## config.mk

```make
export PLATFORM = sky130hd
export DESIGN_NAME = cmd_handler
export DESIGN_NICKNAME = d
export VERILOG_FILES = /design/src/logic/cmd_handler.v /design/src/logic/word_ram.v /design/src/logic/srq_unit.v
export VERILOG_INCLUDE_DIRS = /design/src /design/src/logic
export SDC_FILE = /design/constraint.sdc
export NUM_CORES = 2
export LEC_CHECK = 0
export BUFFER_PORTS_ARGS = -buffer_cell sky130_fd_sc_hd__buf_4
export CORE_MARGIN = 5
export CORE_UTILIZATION = 39
export DETAILED_ROUTE_END_ITERATION = 12
export SLEW_MARGIN = 20
export SYNTH_ARGS = -nofsm -noshare
export SYNTH_HDL_FRONTEND = slang
export SYNTH_SLANG_ARGS = --single-unit
```

## constraint.sdc

```tcl
create_clock -name i_clk_sys -period 6.9 [get_ports i_clk_sys]
set_input_delay 0.69 -clock i_clk_sys [delete_from_list [all_inputs] [get_ports i_clk_sys]]
set_output_delay 0.69 -clock i_clk_sys [all_outputs]
set_load 0.02 [all_outputs]
```

## src/logic/cch_regs.vh

```
// register offsets, field positions, reset values and encodings of the
// common command handler; included by the handler and its testbench.
`ifndef CCH_REGS_VH
`define CCH_REGS_VH
// ===========================================================
// byte offsets on the register bus
`define CCH_ADDR_CMD 8'h00
`define CCH_ADDR_STATUS 8'h04
`define CCH_ADDR_CTRL 8'h08
`define CCH_ADDR_ESR 8'h0C
`define CCH_ADDR_SRE 8'h10
`define CCH_ADDR_STB 8'h14
`define CCH_ADDR_SETTINGS 8'h18
`define CCH_ADDR_OUTQ 8'h1C
`define CCH_ADDR_MDATA 8'h20
`define CCH_ADDR_PUDDATA 8'h24
`define CCH_ADDR_PUDLEN 8'h28
// ===========================================================
// command opcodes, CMD[3:0]; argument in CMD[15:8]
`define CCH_OP_IDN 4'h1
`define CCH_OP_LMC 4'h2
`define CCH_OP_GMC 4'h3
`define CCH_OP_LRN 4'h4
`define CCH_OP_OPC 4'h5
`define CCH_OP_OPCQ 4'h6
`define CCH_OP_PMC 4'h7
`define CCH_OP_RMC 4'h8
`define CCH_OP_PUDQ 4'h9
`define CCH_OP_RCL 4'hA
`define CCH_OP_SAV 4'hB
`define CCH_OP_RST 4'hC
// ===========================================================
// field positions
`define CCH_ST_BUSY 0
`define CCH_ST_MAV 1
`define CCH_ST_STICKY_LSB 8
`define CCH_STK_EXEC_ERR 0
`define CCH_STK_RCL_REJ 1
`define CCH_STK_CMD_REF 2
`define CCH_STK_PUD_REF 3
`define CCH_OUTQ_VALID 8
`define CCH_ARG_LSB 8
`define CCH_MD_SLOT_LSB 8
`define CCH_MD_NAME_LSB 16
`define CCH_MD_START 24
`define CCH_PUD_START 8
// ===========================================================
// reset values, sizes and limits
`define CCH_SETTINGS_RST 32'h00000000
`define CCH_SRE_PON 8'h00
`define CCH_AREAS 10
`define CCH_AREA_AW 4
`define CCH_AREA_MAX 8'h09
`define CCH_PUD_AW 6
`define CCH_PUD_MAX 6'h3F
`define CCH_MSLOT_AW 2
`define CCH_MLEN_AW 4
`define CCH_RESP_OKAY 2'h0
`define CCH_RESP_SLVERR 2'h2
// ===========================================================
// reply characters
`define CCH_CH_QUOTE 8'h22
`define CCH_CH_HASH 8'h23
`define CCH_CH_COMMA 8'h2C
`define CCH_CH_DOT 8'h2E
`define CCH_CH_ZERO 8'h30
`define CCH_CH_ONE 8'h31
`define CCH_CH_TWO 8'h32
`define CCH_CH_FOUR 8'h34
`endif

```

## src/logic/cmd_handler.v

```verilog
// common command handler: executes common commands one at a time, written over
// an AXI4-Lite slave, builds text replies into a one-byte output queue.
// assumes acquisition idle and calibration unlock arrive from pins.
// Notes on behaviour
// - macro contents query returns definite block
// - identity reply: maker, model, 0, revision
// - revision digits: two major, two fix
// - macro list quoted names, else one ""
// - learn reply holds only reset-affected settings
// - completion sets event status bit 0
// - completion waits idle when option set
// - no commands run until completion bit
// - completion query queues "1", blocks commands
// - purge removes every macro
// - remove deletes only named macro
// - user data stored only when unlocked
// - user data query always returns block
// - recall restores area 0 to 9
// - recall refused while measurement initiated
// - save stores settings, allowed while initiated
// - power-on fills areas with reset state
// - reset restores settings, aborts, reloads calibration
// - reset spares enables, queue, user data
// - service request mask gates request sources
// - status bits other than bit 6 independent of mask
// - mask clear at power-on, kept by reset
`timescale 1ns/100ps
`include "cch_regs.vh"
module cmd_handler #(
  parameter [31:0] MAKER_TEXT = 32'h4D4B5231, // arbitrary value
  parameter [31:0] MODEL_TEXT = 32'h4D444C31, // arbitrary value
  parameter [7:0] REV_MAJOR = 8'h01,
  parameter [7:0] REV_FIX = 8'h00,
  parameter MSLOT_AW = `CCH_MSLOT_AW,
  parameter MLEN_AW = `CCH_MLEN_AW
) (
  input wire i_clk_sys,
  input wire i_rst,
  input wire [7:0] i_awaddr,
  input wire i_awvalid,
  output reg o_awready,
  input wire [31:0] i_wdata,
  input wire [3:0] i_wstrb,
  input wire i_wvalid,
  output reg o_wready,
  output reg [1:0] o_bresp,
  output reg o_bvalid,
  input wire i_bready,
  input wire [7:0] i_araddr,
  input wire i_arvalid,
  output reg o_arready,
  output reg [31:0] o_rdata,
  output reg [1:0] o_rresp,
  output reg o_rvalid,
  input wire i_rready,
  input wire i_acq_idle,
  input wire i_cal_unlocked,
  input wire [7:0] i_stb_events,
  output wire [7:0] o_stb,
  output wire o_srq,
  output reg [31:0] o_settings,
  output reg o_abort,
  output reg o_cal_reload
);
  localparam SLOTS = 1 << MSLOT_AW;
  localparam [6:0] LMC_END = SLOTS * 4;
  localparam [4:0] MLEN_MAX = 1 << MLEN_AW;
  localparam [7:0] REV_T1 = 8'h30 + REV_MAJOR / 8'h0A;
  localparam [7:0] REV_T0 = 8'h30 + REV_MAJOR % 8'h0A;
  localparam [7:0] REV_F1 = 8'h30 + REV_FIX / 8'h0A;
  localparam [7:0] REV_F0 = 8'h30 + REV_FIX % 8'h0A;
  // 17 characters, first at the top
  localparam [135:0] IDENT = {MAKER_TEXT, `CCH_CH_COMMA, MODEL_TEXT, `CCH_CH_COMMA,
    `CCH_CH_ZERO, `CCH_CH_COMMA, REV_T1, REV_T0, `CCH_CH_DOT, REV_F1, REV_F0};
  localparam [2:0] S_INIT = 3'h0;
  localparam [2:0] S_IDLE = 3'h1;
  localparam [2:0] S_WAIT = 3'h2;
  localparam [2:0] S_RCL = 3'h3;
  localparam [2:0] S_RESP = 3'h4;
  localparam [2:0] K_IDN = 3'h0;
  localparam [2:0] K_ONE = 3'h1;
  localparam [2:0] K_NONE = 3'h2;
  localparam [2:0] K_LRN = 3'h3;
  localparam [2:0] K_GMC = 3'h4;
  localparam [2:0] K_PUD = 3'h5;
  localparam [2:0] K_LMC = 3'h6;

  // ===========================================================
  // pin synchronisers
  reg [1:0] acq_sync;
  reg [1:0] cal_sync;
  wire acq_idle = acq_sync[1];
  wire cal_unlocked = cal_sync[1];

  always @(posedge i_clk_sys or posedge i_rst)
  begin
    if (i_rst)
    begin
      acq_sync <= 2'b00;
      cal_sync <= 2'b00;
    end
    else
    begin
      acq_sync <= {acq_sync[0], i_acq_idle};
      cal_sync <= {cal_sync[0], i_cal_unlocked};
    end
  end

  // ===========================================================
  // state
  reg [7:0] aw_addr;
  reg [31:0] w_data;
  reg [3:0] w_strb;
  reg [2:0] state;
  reg [3:0] init_idx;
  reg wait_query;
  reg [3:0] sticky;
  reg ctrl_wait_idle;
  reg esr_opc;
  reg [7:0] sre;
  reg [7:0] outq_byte;
  reg outq_valid;
  reg [2:0] kind;
  reg [6:0] pos;
  reg phase;
  reg emitted_any;
  reg [MSLOT_AW-1:0] resp_slot;
  reg [SLOTS-1:0] mvalid;
  reg [7:0] mname [0:SLOTS-1];
  reg [4:0] mlen [0:SLOTS-1];
  reg [5:0] pud_len;
  integer i;

  wire wr_fire = ~o_awready & ~o_wready & ~o_bvalid;
  wire rd_fire = i_arvalid & o_arready;
  wire pop = rd_fire & (i_araddr == `CCH_ADDR_OUTQ);
  wire [31:0] wmask = {{8{w_strb[3]}}, {8{w_strb[2]}}, {8{w_strb[1]}}, {8{w_strb[0]}}};
  wire [3:0] op = w_data[3:0];
  wire [7:0] arg = w_data[`CCH_ARG_LSB +: 8];
  wire cmd_fire = wr_fire & (aw_addr == `CCH_ADDR_CMD);
  wire area_ok = arg <= `CCH_AREA_MAX;

  // ===========================================================
  // macro name lookup
  reg hit;
  reg [MSLOT_AW-1:0] hit_slot;

  always @*
  begin
    hit = 1'b0;
    hit_slot = {MSLOT_AW{1'b0}};
    for (i = 0; i < SLOTS; i = i + 1)
      if (mvalid[i] && mname[i] == arg && !hit)
      begin
        hit = 1'b1;
        hit_slot = i[MSLOT_AW-1:0];
      end
  end

  // ===========================================================
  // memories: macro bodies, user data, saved areas
  wire [MSLOT_AW-1:0] md_slot = w_data[`CCH_MD_SLOT_LSB +: MSLOT_AW];
  wire md_start = w_data[`CCH_MD_START];
  wire md_fire = wr_fire & (aw_addr == `CCH_ADDR_MDATA);
  wire m_we = md_fire & (md_start | (mlen[md_slot] < MLEN_MAX));
  wire [MLEN_AW-1:0] m_wofs = md_start ? {MLEN_AW{1'b0}} : mlen[md_slot][MLEN_AW-1:0];
  wire [6:0] didx = pos - 7'h04;
  wire [7:0] m_rdata;
  wire pud_start = w_data[`CCH_PUD_START];
  wire pud_fire = wr_fire & (aw_addr == `CCH_ADDR_PUDDATA);
  wire pud_room = pud_start | (pud_len < `CCH_PUD_MAX);
  wire pud_we = pud_fire & cal_unlocked & pud_room;
  wire [5:0] pud_waddr = pud_start ? 6'h00 : pud_len;
  wire [7:0] p_rdata;
  wire sav_we = (state == S_IDLE) & cmd_fire & (op == `CCH_OP_SAV) & area_ok;
  wire bank_we = (state == S_INIT) | sav_we;
  wire [3:0] bank_waddr = (state == S_INIT) ? init_idx : arg[3:0];
  wire [31:0] bank_wdata = (state == S_INIT) ? `CCH_SETTINGS_RST : o_settings;
  wire [31:0] bank_rdata;

  word_ram #(.W(8), .D(SLOTS << MLEN_AW), .AW(MSLOT_AW + MLEN_AW)) u_macro_ram (
    .i_clk_sys(i_clk_sys),
    .i_we(m_we),
    .i_waddr({md_slot, m_wofs}),
    .i_wdata(w_data[7:0]),
    .i_raddr({resp_slot, didx[MLEN_AW-1:0]}),
    .o_rdata(m_rdata)
  );

  word_ram #(.W(8), .D(64), .AW(`CCH_PUD_AW)) u_pud_ram (
    .i_clk_sys(i_clk_sys),
    .i_we(pud_we),
    .i_waddr(pud_waddr),
    .i_wdata(w_data[7:0]),
    .i_raddr(didx[5:0]),
    .o_rdata(p_rdata)
  );

  word_ram #(.W(32), .D(`CCH_AREAS), .AW(`CCH_AREA_AW)) u_area_ram (
    .i_clk_sys(i_clk_sys),
    .i_we(bank_we),
    .i_waddr(bank_waddr),
    .i_wdata(bank_wdata),
    .i_raddr(arg[3:0]),
    .o_rdata(bank_rdata)
  );

  srq_unit u_srq (
    .i_clk_sys(i_clk_sys),
    .i_rst(i_rst),
    .i_events(i_stb_events),
    .i_mav(outq_valid),
    .i_esb(esr_opc),
    .i_sre(sre),
    .o_stb(o_stb),
    .o_srq(o_srq)
  );

  // ===========================================================
  // reply character generator
  reg [7:0] rch;
  reg emit;
  reg [6:0] rend;
  reg [6:0] blen;
  reg [6:0] tens;
  reg [135:0] id_sh;
  reg [31:0] set_sh;
  wire [MSLOT_AW-1:0] lslot = pos[MSLOT_AW+1:2];

  always @*
  begin
    emit = 1'b1;
    rch = `CCH_CH_QUOTE;
    id_sh = IDENT << {pos, 3'b000};
    set_sh = o_settings << {pos[1:0], 3'b000};
    case (kind)
      K_LRN: blen = 7'h04;
      K_GMC: blen = {2'b00, mlen[resp_slot]};
      default: blen = {1'b0, pud_len};
    endcase
    tens = blen / 7'h0A;
    rend = blen + 7'h04;
    case (kind)
      K_IDN:
      begin
        rend = 7'h11;
        rch = id_sh[135:128];
      end
      K_ONE:
      begin
        rend = 7'h01;
        rch = `CCH_CH_ONE;
      end
      K_NONE:
        rend = 7'h02;
      K_LMC:
      begin
        rend = LMC_END;
        emit = mvalid[lslot] & ((pos[1:0] != 2'b00) | emitted_any);
        case (pos[1:0])
          2'b00: rch = `CCH_CH_COMMA;
          2'b10: rch = mname[lslot];
          default: rch = `CCH_CH_QUOTE;
        endcase
      end
      default:
      begin
        // definite block, always two length digits
        case (pos)
          7'h00: rch = `CCH_CH_HASH;
          7'h01: rch = `CCH_CH_TWO;
          7'h02: rch = `CCH_CH_ZERO + {1'b0, tens};
          7'h03: rch = `CCH_CH_ZERO + {1'b0, blen - tens * 7'h0A};
          default:
            if (kind == K_LRN)
              rch = set_sh[31:24];
            else if (kind == K_GMC)
              rch = m_rdata;
            else
              rch = p_rdata;
        endcase
      end
    endcase
  end

  // ===========================================================
  // write channel, register updates and command sequencer
  always @(posedge i_clk_sys or posedge i_rst)
  begin
    if (i_rst)
    begin
      o_awready <= 1'b1;
      o_wready <= 1'b1;
      o_bvalid <= 1'b0;
      o_bresp <= `CCH_RESP_OKAY;
      aw_addr <= 8'h00;
      w_data <= 32'h00000000;
      w_strb <= 4'h0;
      state <= S_INIT;
      init_idx <= 4'h0;
      wait_query <= 1'b0;
      sticky <= 4'h0;
      ctrl_wait_idle <= 1'b0;
      esr_opc <= 1'b0;
      sre <= `CCH_SRE_PON;
      outq_byte <= 8'h00;
      outq_valid <= 1'b0;
      kind <= K_IDN;
      pos <= 7'h00;
      phase <= 1'b0;
      emitted_any <= 1'b0;
      resp_slot <= {MSLOT_AW{1'b0}};
      mvalid <= {SLOTS{1'b0}};
      for (i = 0; i < SLOTS; i = i + 1)
      begin
        mname[i] <= 8'h00;
        mlen[i] <= 5'h00;
      end
      pud_len <= 6'h00;
      o_settings <= `CCH_SETTINGS_RST;
      o_abort <= 1'b0;
      o_cal_reload <= 1'b0;
    end
    else
    begin
      o_abort <= 1'b0;
      o_cal_reload <= 1'b0;
      if (i_awvalid && o_awready)
      begin
        aw_addr <= i_awaddr;
        o_awready <= 1'b0;
      end
      if (i_wvalid && o_wready)
      begin
        w_data <= i_wdata;
        w_strb <= i_wstrb;
        o_wready <= 1'b0;
      end
      if (o_bvalid && i_bready)
      begin
        o_bvalid <= 1'b0;
        o_awready <= 1'b1;
        o_wready <= 1'b1;
      end
      if (pop)
        outq_valid <= 1'b0;
      if (wr_fire)
      begin
        o_bvalid <= 1'b1;
        o_bresp <= `CCH_RESP_OKAY;
        case (aw_addr)
          `CCH_ADDR_CMD, `CCH_ADDR_MDATA, `CCH_ADDR_STB, `CCH_ADDR_OUTQ, `CCH_ADDR_PUDLEN:
            o_bresp <= `CCH_RESP_OKAY;
          `CCH_ADDR_STATUS:
            sticky <= sticky & ~w_data[`CCH_ST_STICKY_LSB +: 4];
          `CCH_ADDR_CTRL:
            if (w_strb[0])
              ctrl_wait_idle <= w_data[0];
          `CCH_ADDR_ESR:
            if (w_strb[0])
              esr_opc <= esr_opc & ~w_data[0];
          `CCH_ADDR_SRE:
            if (w_strb[0])
              sre <= w_data[7:0];
          `CCH_ADDR_SETTINGS:
            o_settings <= (o_settings & ~wmask) | (w_data & wmask);
          `CCH_ADDR_PUDDATA:
            if (!cal_unlocked || !pud_room)
              sticky[`CCH_STK_PUD_REF] <= 1'b1;
            else
              pud_len <= pud_start ? 6'h01 : pud_len + 6'h01;
          default:
            o_bresp <= `CCH_RESP_SLVERR;
        endcase
        if (m_we)
        begin
          mvalid[md_slot] <= 1'b1;
          if (md_start)
            mname[md_slot] <= w_data[`CCH_MD_NAME_LSB +: 8];
          mlen[md_slot] <= md_start ? 5'h01 : mlen[md_slot] + 5'h01;
        end
      end
      if (cmd_fire && state != S_IDLE)
        sticky[`CCH_STK_CMD_REF] <= 1'b1;
      case (state)
        S_INIT:
        begin
          // areas take the reset state before any command runs
          init_idx <= init_idx + 4'h1;
          if (init_idx == `CCH_AREA_MAX)
          begin
            init_idx <= 4'h0;
            state <= S_IDLE;
          end
        end
        S_IDLE:
          if (cmd_fire)
          begin
            pos <= 7'h00;
            phase <= 1'b0;
            emitted_any <= 1'b0;
            case (op)
              `CCH_OP_IDN:
              begin
                kind <= K_IDN;
                state <= S_RESP;
              end
              `CCH_OP_LMC:
              begin
                kind <= (|mvalid) ? K_LMC : K_NONE;
                state <= S_RESP;
              end
              `CCH_OP_GMC:
                if (hit)
                begin
                  kind <= K_GMC;
                  resp_slot <= hit_slot;
                  state <= S_RESP;
                end
                else
                  sticky[`CCH_STK_EXEC_ERR] <= 1'b1;
              `CCH_OP_LRN:
              begin
                kind <= K_LRN;
                state <= S_RESP;
              end
              `CCH_OP_OPC, `CCH_OP_OPCQ:
              begin
                wait_query <= (op == `CCH_OP_OPCQ);
                state <= S_WAIT;
              end
              `CCH_OP_PMC:
                mvalid <= {SLOTS{1'b0}};
              `CCH_OP_RMC:
                if (hit)
                  mvalid[hit_slot] <= 1'b0;
                else
                  sticky[`CCH_STK_EXEC_ERR] <= 1'b1;
              `CCH_OP_PUDQ:
              begin
                kind <= K_PUD;
                state <= S_RESP;
              end
              `CCH_OP_RCL:
                if (!area_ok)
                  sticky[`CCH_STK_EXEC_ERR] <= 1'b1;
                else if (!acq_idle)
                  sticky[`CCH_STK_RCL_REJ] <= 1'b1;
                else
                  state <= S_RCL;
              `CCH_OP_SAV:
                if (!area_ok)
                  sticky[`CCH_STK_EXEC_ERR] <= 1'b1;
              `CCH_OP_RST:
              begin
                // enables, queue, user data and macros stay as they are
                o_settings <= `CCH_SETTINGS_RST;
                o_abort <= 1'b1;
                o_cal_reload <= 1'b1;
                state <= S_INIT;
              end
              default:
                sticky[`CCH_STK_EXEC_ERR] <= 1'b1;
            endcase
          end
        S_WAIT:
          // commands run one at a time, so earlier ones are already done
          if (!ctrl_wait_idle || acq_idle)
          begin
            if (wait_query)
            begin
              kind <= K_ONE;
              state <= S_RESP;
            end
            else
            begin
              esr_opc <= 1'b1;
              state <= S_IDLE;
            end
          end
        S_RCL:
        begin
          o_settings <= bank_rdata;
          state <= S_IDLE;
        end
        S_RESP:
          // phase 0 presents the memory address, phase 1 takes the byte
          if (!phase)
          begin
            if (pos == rend)
              state <= S_IDLE;
            else
              phase <= 1'b1;
          end
          else if (!emit)
          begin
            pos <= pos + 7'h01;
            phase <= 1'b0;
          end
          else if (!outq_valid || pop)
          begin
            outq_byte <= rch;
            outq_valid <= 1'b1;
            pos <= pos + 7'h01;
            phase <= 1'b0;
            if (kind == K_LMC && pos[1:0] == 2'b10)
              emitted_any <= 1'b1;
          end
        default:
          state <= S_IDLE;
      endcase
    end
  end

  // ===========================================================
  // read channel; reading the queue register pops it
  reg [31:0] rd_mux;
  reg rd_ok;

  always @*
  begin
    rd_mux = 32'h00000000;
    rd_ok = 1'b1;
    case (i_araddr)
      `CCH_ADDR_CMD, `CCH_ADDR_MDATA, `CCH_ADDR_PUDDATA:
        rd_mux = 32'h00000000;
      `CCH_ADDR_STATUS:
        rd_mux = {20'h00000, sticky, 6'h00, outq_valid, state != S_IDLE};
      `CCH_ADDR_CTRL:
        rd_mux = {31'h00000000, ctrl_wait_idle};
      `CCH_ADDR_ESR:
        rd_mux = {31'h00000000, esr_opc};
      `CCH_ADDR_SRE:
        rd_mux = {24'h000000, sre};
      `CCH_ADDR_STB:
        rd_mux = {24'h000000, o_stb};
      `CCH_ADDR_SETTINGS:
        rd_mux = o_settings;
      `CCH_ADDR_OUTQ:
        rd_mux = {23'h000000, outq_valid, outq_byte};
      `CCH_ADDR_PUDLEN:
        rd_mux = {26'h0000000, pud_len};
      default:
        rd_ok = 1'b0;
    endcase
  end

  always @(posedge i_clk_sys or posedge i_rst)
  begin
    if (i_rst)
    begin
      o_arready <= 1'b1;
      o_rvalid <= 1'b0;
      o_rdata <= 32'h00000000;
      o_rresp <= `CCH_RESP_OKAY;
    end
    else if (rd_fire)
    begin
      o_arready <= 1'b0;
      o_rvalid <= 1'b1;
      o_rdata <= rd_mux;
      o_rresp <= rd_ok ? `CCH_RESP_OKAY : `CCH_RESP_SLVERR;
    end
    else if (o_rvalid && i_rready)
    begin
      o_rvalid <= 1'b0;
      o_arready <= 1'b1;
    end
  end
endmodule

```

## src/logic/word_ram.v

```verilog
// simple dual-port memory, one write port and one registered read port.
// assumes a single clock; contents are not reset.
`timescale 1ns/100ps
module word_ram #(
  parameter W = 8,
  parameter D = 64,
  parameter AW = 6
) (
  input wire i_clk_sys,
  input wire i_we,
  input wire [AW-1:0] i_waddr,
  input wire [W-1:0] i_wdata,
  input wire [AW-1:0] i_raddr,
  output reg [W-1:0] o_rdata
);
  reg [W-1:0] mem [0:D-1];

  always @(posedge i_clk_sys)
  begin
    if (i_we)
      mem[i_waddr] <= i_wdata;
    o_rdata <= mem[i_raddr];
  end
endmodule

```

## src/logic/srq_unit.v

```verilog
// status byte assembly and service request generation.
// assumes event inputs come from logic on the same clock.
`timescale 1ns/100ps
module srq_unit (
  input wire i_clk_sys,
  input wire i_rst,
  input wire [7:0] i_events,
  input wire i_mav,
  input wire i_esb,
  input wire [7:0] i_sre,
  output reg [7:0] o_stb,
  output reg o_srq
);
  wire [7:0] raw;
  wire req;

  // bits follow their causes whatever the mask holds
  assign raw = {i_events[7], 1'b0, i_esb, i_mav, i_events[3:0]};
  // bit 6 is the request summary itself, never a source of it
  assign req = |(raw & i_sre & 8'hBF);

  always @(posedge i_clk_sys or posedge i_rst)
  begin
    if (i_rst)
    begin
      o_stb <= 8'h00;
      o_srq <= 1'b0;
    end
    else
    begin
      o_stb <= {raw[7], req, raw[5:0]};
      o_srq <= req;
    end
  end
endmodule

```

=== Word level (Yosys, flattened, before mapping) ===
Memories as Yosys holds them, arrays and structs flattened. A register that Yosys moved wholly into a read port is not among the register bits.
Index checks and enable logic that the tools add are counted.
W data, S select, Z words.

* Multipliers: 1
* Muxes and demuxes: 134
* $add $sub $neg: 9
* Reductions and logical operators: 66
* Shift-type cells: 2
* Divide/modulo/power cells: 1
* Equality and inequality tests: 69
* Bitwise logic cells: 37
* Order comparisons: 12

{| class="wikitable"
|+ Operators with widths
! cell !! number
|-
| $pmux W32 S8 || 1
|-
| $mux W32 || 5
|-
| $shl A135 B10 Y136 const A || 1
|-
| $and A32 B32 Y32 || 2
|-
| $eq A8 B5 Y1 const B || 8
|-
| $pmux W32 S2 || 1
|-
| $pmux W8 S4 || 2
|-
| $mux W1 || 56
|-
| $eq A8 B6 Y1 const B || 6
|-
| $mux W3 || 15
|-
| $mux W8 || 5
|-
| $bwmux W32 || 1
|-
| $eq A8 B4 Y1 const B || 4
|-
| $eq A8 B8 Y1 || 4
|-
| $mux W4 || 8
|-
| $not A32 Y32 || 1
|-
| $or A32 B32 Y32 || 1
|-
| $shl A32 B5 Y32 || 1
|-
| $mux W5 || 6
|-
| $pmux W3 S5 || 2
|-
| $mux W7 || 4
|-
| $pmux W7 S4 || 1
|-
| $eq A4 B4 Y1 const B || 6
|-
| $reduce_or A11 Y1 || 2
|-
| 76 further kinds || 188
|}

* Logic and storage cells: 377
* Output and inout port bits: 84
* Register bits: 238
* Memories: 3
* Memory bits (writable): 1344
* Input bits: 69

{| class="wikitable"
|+ Memory list
! memory !! words !! width !! read ports !! clocked after Yosys merged registers in !! write ports !! line !! text
|-
| u_macro_ram.mem || 64 || 8 || 1 || 1 || 1 || word_ram.v:16 || <nowiki>reg [W-1:0] mem [0:D-1];</nowiki>
|-
| u_pud_ram.mem || 64 || 8 || 1 || 1 || 1 || word_ram.v:16 ||
|-
| u_area_ram.mem || 10 || 32 || 1 || 1 || 1 || word_ram.v:16 ||
|}

=== Longest topological paths before layout ===
* Word-level depth: 22
* Depth in mapped cells: 32
* Depth with buffers taken out: 31

=== Modules after synthesis ===
From an unflattened synthesis, not the netlist that was laid out.

* Cells, all modules: 3968
* Area total of the unflattened synthesis: 66946.7 sq um

{| class="wikitable"
|+ By module, submodules not included
! module !! cells each !! area an instance (sq um) !! times used !! sequential area each (sq um)
|-
| word_ram (u_macro_ram) || 972 || 20190.6 || 1 || 15534.9
|-
| word_ram (u_pud_ram) || 940 || 20166.8 || 1 || 15534.9
|-
| word_ram (u_area_ram) || 698 || 13290.2 || 1 || 10249.8
|-
| cmd_handler || 1344 || 13057.5 || 1 || 5684.2
|-
| srq_unit || 14 || 241.5 || 1 || 200.2
|}

=== Worst setup path after synthesis ===
OpenSTA, ideal clock, no wires.

* Kind: reg2reg
* From: register kind[1]
* To: register outq_byte[5]
* Arrival time: 6.214 ns
* Stages on the path, launching flop included: 32
* Path buffers: 1
* Required time: 6.817 ns
* Library setup time: 0.083 ns
* Clock period less this slack: 6.297 ns
* Path slack: 0.603 ns
* Cell sequence: dfrtp_1 -> clkbuf_1 -> nor3b_2 -> nor2_1 -> a22o_1 -> ha_1 -> nand2b_1 -> o32a_1 -> o2111ai_2 -> inv_1 -> xnor2_1 -> nand2_1 -> a21o_1 -> inv_1 -> ha_1 -> and3_1 -> o22ai_1 -> and2_1 -> or3_1 -> ha_1 -> ha_1 -> inv_1 -> ha_1 -> inv_1 -> o21ai_0 -> xor2_1 -> nand3_1 -> ha_1 -> a22oi_1 -> o21ai_0 -> and4_1 -> o21ai_0

* Longest elaborated chain between the ends: 8
* Elaborated cells between the ends (all ways): 18
* Classes of those cells: add/sub: 3; mul: 1; div: 1; eq/ne: 5; mux: 6; reduce/logical: 2

{| class="wikitable"
|+ Ends and longest elaborated chain
! element !! line !! text
|-
| start, declared || cmd_handler.v:123 || <nowiki>reg [2:0] kind;</nowiki>
|-
| start signal, assigned || cmd_handler.v:410 || <nowiki>kind <= (|mvalid) ? K_LMC : K_NONE;</nowiki>
|-
| $eq A3 B3 Y1 / $eq A3 B2 Y1 (equally long branches) || cmd_handler.v:236, cmd_handler.v:277, cmd_handler.v:275 ||
|-
| $pmux W6 S2 || cmd_handler.v:236 || <nowiki>case (kind)</nowiki>
|-
| $div A7 B4 Y7 || cmd_handler.v:241 || <nowiki>tens = blen / 7'h0A;</nowiki>
|-
| $mul A7 B3 Y6 || cmd_handler.v:273 || <nowiki>7'h03: rch = `CCH_CH_ZERO + {1'b0, blen - tens * 7'h0A};</nowiki>
|-
| $sub A7 B7 Y7 || cmd_handler.v:273 ||
|-
| $add A6 B7 Y8 (no line) || - ||
|-
| $pmux W8 S4 || cmd_handler.v:269 || <nowiki>case (pos)</nowiki>
|-
| $pmux W8 S4 || cmd_handler.v:243 || <nowiki>case (kind)</nowiki>
|-
| end signal, assigned || cmd_handler.v:502 || <nowiki>outq_byte <= rch;</nowiki>
|-
| end, declared || cmd_handler.v:121 || <nowiki>reg [7:0] outq_byte;</nowiki>
|}

Parallel ways exist; a longest one is shown, timed or not.
A chain may end at the register's enable or synchronous reset.

=== Worst setup path after layout ===
* From: register resp_slot[0]
* To: register outq_byte[5]

* Longest elaborated chain between the ends: 11
* Elaborated cells between the ends (all ways): 12
* Classes of those cells: add/sub: 3; mul: 1; div: 1; mux: 6; bitwise: 1

{| class="wikitable"
|+ Ends and longest elaborated chain
! element !! line !! text
|-
| start, declared || cmd_handler.v:127 || <nowiki>reg [MSLOT_AW-1:0] resp_slot;</nowiki>
|-
| start signal, assigned || cmd_handler.v:312 || <nowiki>resp_slot <= {MSLOT_AW{1'b0}};</nowiki>
|-
| start signal, assigned || cmd_handler.v:417 || <nowiki>resp_slot <= hit_slot;</nowiki>
|-
| $not A2 Y3 (implied by the code) * || cmd_handler.v:238 || <nowiki>K_GMC: blen = {2'b00, mlen[resp_slot]};</nowiki>
|-
| $bmux W5 S2 * || cmd_handler.v:238 ||
|-
| $mux W5 (implied by the code) * (2 in series) || cmd_handler.v:238 ||
|-
| $pmux W6 S2 * || cmd_handler.v:236 ||
|-
| $div A7 B4 Y7 || cmd_handler.v:241 ||
|-
| $mul A7 B3 Y6 || cmd_handler.v:273 ||
|-
| $sub A7 B7 Y7 || cmd_handler.v:273 ||
|-
| $add A6 B7 Y8 (no line) || - ||
|-
| $pmux W8 S4 * || cmd_handler.v:269 ||
|-
| $pmux W8 S4 * || cmd_handler.v:243 ||
|}

Mark *: on every way between the ends. The rest lies on a longest branch, timed or not. The select of a mux whose other input is x is not followed.

==> results.md <==
- Num Clock Sinks: 1627
- Top_reg_cell synth: edfxtp_1
- Max Buffers Root-to-Sink: 3
- Syn_area_per_cell: 16.2 µm²
- Clock-pin slew on the worst setup and hold paths: 70 ps
- Dpl cells: 6320
- Initial DRC count: 3036
- Routed vias: 37100
- Final hold viol count: 0
- Root Buffer: clkbuf_16
- Row count: 151
- Final wirelength: 173 mm
- Max FO, Critical Path: 9
- Core area: between 0.15 and 0.2 mm²
- Slew Viols, Final: 0
- Yosys cell types: 87
- Worst Setup Start Kind: flop
- Total die area: 0.179 mm²
- Period minus WS final: 6540 ps
- Reg area: 0.0473 mm²
- Multi-input gate area: between 0.015 and 0.02 mm²
- GRT overflow: 0
- Final WS setup: 364 ps
- Detail Route Antenna Nets: 0
- Power Density: 380 mW/mm²
- Post-synth EDFFs: 1344
- Top cells by area, synth: edfxtp_1, dfrtp_1, mux4_2, mux2i_1, mux2_2
- Peak supply drop: roughly 0.00032 V
- CTS Buf Count: 168
- Max Cap Violations: 0
- WS Path Type: flop to flop
- Final non-filler cell total: 6645
- Via/cell ratio: 5.59
- Yosys reg bits: 1627
- Die Y: 423 µm
- Chip width: 423 µm
- Vias in the first global route: 37400
- HP Class: input pin to asynchronous set/reset pin
- Detailed-route DRC error count: 0
- Layout fillers: around 15000
- CP endpoint kind: flop
- Clock Skews: 46.7 ps
- Area share of the largest cell type after synthesis: 60.6%
- Nets@finish: 4374
- Post-synth top area cell: edfxtp_1
- GRT Total Usage: a little under a fifth
- Initial Utilization: 39.3%
- Crit path DAT: 7270 ps
- Slowest-stage cell, CP: mux4_2
- Largest net degree at the start of global routing: 125
- Leak: 24.9 nW
- Synth Cell Area: 0.0666 mm²
- Buffer and inverter count on the worst path: 4
- Synth Instances: 4100
- Worst path most repeated cell: ha_1
- # H-tree levels: 4
- Worst slew pin tran: around 1100 ps
- Outcome: finished, final reports clean
- Initial antenna violation count: 1
- Skew-Pair Late Insertion Delay: 820 ps
- # port buffers: 147
- FFs w/ async S/R, synth: 14.4%
- Initial DRT Pass Iterations: 5
- Count leader, synth: edfxtp_1
- Top Family by Delay on Critical Path: compound AO/OA/AOI/OAI gates
- DP Worst Slack: roughly 71 ps
- Avg WL per Cell: 26.0 µm
- Critical Path RT: between 7000 and 8000 ps
- Setup violators final: 0
- Final period util: 94.7%
- IO Pins: about 150
- CTS tree: built
- First-pass GRT wire length: 256 mm
- Max-slew headroom: 28.6%
- Register area share after synthesis: approximately 71%
- Layout cells sized above 1: about a fifth
- Synth warn: 0
- RePlAce Congestion: between 0.8 and 0.9
- Max incr delay on CP: 560 ps
- Hpwl dp: 108 mm
- Achievable frequency: 153 MHz
- P&R area growth vs syn: 14.1%
- List of most frequent post-synthesis cells: edfxtp_1, mux2i_1, dfrtp_1
where the power goes:
part	leakage (nW)	internal, mW	switching (mW)
Clock	2.61	5.03	3.88
Combinational	6.61	2.11	4.27
Sequential	15.7	12.4	1.21
Total	24.9	19.5	9.35
area by class of cell:
cell class	instances	share of cell area, %
flip-flops and latches	1627	62.1
inverters	39	0.197
diodes	2	0.00658
clock buffers	220	5.92
clock inverters	92	1.24
repair buffers	252	2.60
multi-input cells	2195	24.2
well taps	2218	3.65
state kept, by name (all words and copies together) (netlist names), 3 cells and up:
register             flops
w_strb                   4
mname                   32
state                    3
w_data                  32
u_area_ram.o_rdata      32
o_settings              32
mvalid                   4
outq_byte                8
aw_addr                  8
pos                      7
init_idx                 4
u_pud_ram.o_rdata        8
kind                     3
u_macro_ram.o_rdata      8
u_macro_ram.mem        512
pud_len                  6
u_srq.o_stb              8
sre                      8
o_rdata                 32
mlen                    20
u_area_ram.mem         320
u_pud_ram.mem          512
sticky                   4
stage by stage:
step,hold WS [ps],utilization [%],area (µm²),TNS (ps),power [mW]
6_report,41.3,44.8,76000,0,28.9
3_3_place_gp,333,41.5,70400,0,20.1
2_1_floorplan,331,-,66600,0,17.2
4_1_cts,1.26,44.8,76000,0,29.1
5_1_grt,41.5,44.8,76000,-8.01,30.1
3_5_place_dp,342,41.5,70400,0,20.2
worst reg2reg max path, delay by kind of cell, from the launching register on:
kind / cells / cell delay [ps]
XOR/XNOR: 2 / 400
adder cells (fa/ha/maj): 6 / 1630
AND/OR/NAND/NOR: 8 / 1430
buffers and inverters: 4 / 310
AO/OA/AOI/OAI: 8 / 1740
flip-flops: 1 / 410
multiplexers: 1 / 560
final timing paths:
check,startpoint,to,slack (ps),cells past startpoint
worst max-delay path,resp_slot[0],outq_byte[5],360,29
worst min-delay path,i_rst,aw_addr[3],40,2
worst max register to register,resp_slot[0],outq_byte[5],360,29
worst min register to register,cal_sync[0],cal_sync[1],350,0
max in group asynchronous,i_rst,init_idx[3],5360,4
min in group i_clk_sys,i_bready,o_bvalid,70,2
per-layer routing:
| metal | wire, µm | global-route usage [%] |
|---|---|---|
| met1 | 73000 | 25.8 |
| met2 | 84200 | 31.3 |
| met3 | 9300 | 2.97 |
| met4 | 6000 | 6.79 |
| met5 | 0 | 0 |
cell families after synthesis:
logic type	synth area share (%)
flip-flops	70.9
AND/OR/NAND/NOR	5.47
AO/OA/AOI/OAI	6.57
multiplexers	14.3
buffers and inverters	1.70
XOR/XNOR	0.671
adder cells (fa/ha/maj)	0.425
other	0.00563
timing repair:
action | 4_1_cts | 5_1_grt
setup endpoints to repair | 0 | 2
buffers inserted | 0 | 1
hold buffers | 10 | 0
resized for setup | 0 | 12
endpoints found under the hold margin | 10 | 0
placed cells by master, fill, tap and decap left out, types with 13 or more instances in the layout:
cell | synthesis | final
edfxtp_1 | 1344 | 1344
mux2i_1 | 272 | 272
buf_4 | 6 | 237
a21oi_1 | 221 | 221
mux4_2 | 219 | 219
dfrtp_1 | 232 | 218
nor2_1 | 226 | 214
nand2_1 | 205 | 202
o21ai_0 | 181 | 181
clkbuf_16 | 0 | 171
mux2_2 | 166 | 166
nor3_1 | 79 | 78
o22ai_1 | 70 | 70
o221ai_1 | 67 | 67
nor2b_1 | 48 | 48
dfxtp_1 | 48 | 48
a211oi_1 | 47 | 47
xnor2_1 | 45 | 45
clkbuf_1 | 165 | 45
and2_1 | 41 | 40
clkinv_1 | 1 | 37
inv_1 | 38 | 35
nand3_1 | 32 | 32
or3_1 | 26 | 26
clkinv_2 | 0 | 21
a31oi_1 | 19 | 19
ha_1 | 21 | 19
nor4_1 | 14 | 14
dfrtp_4 | 0 | 13
Power figures use the tool's default switching activity.
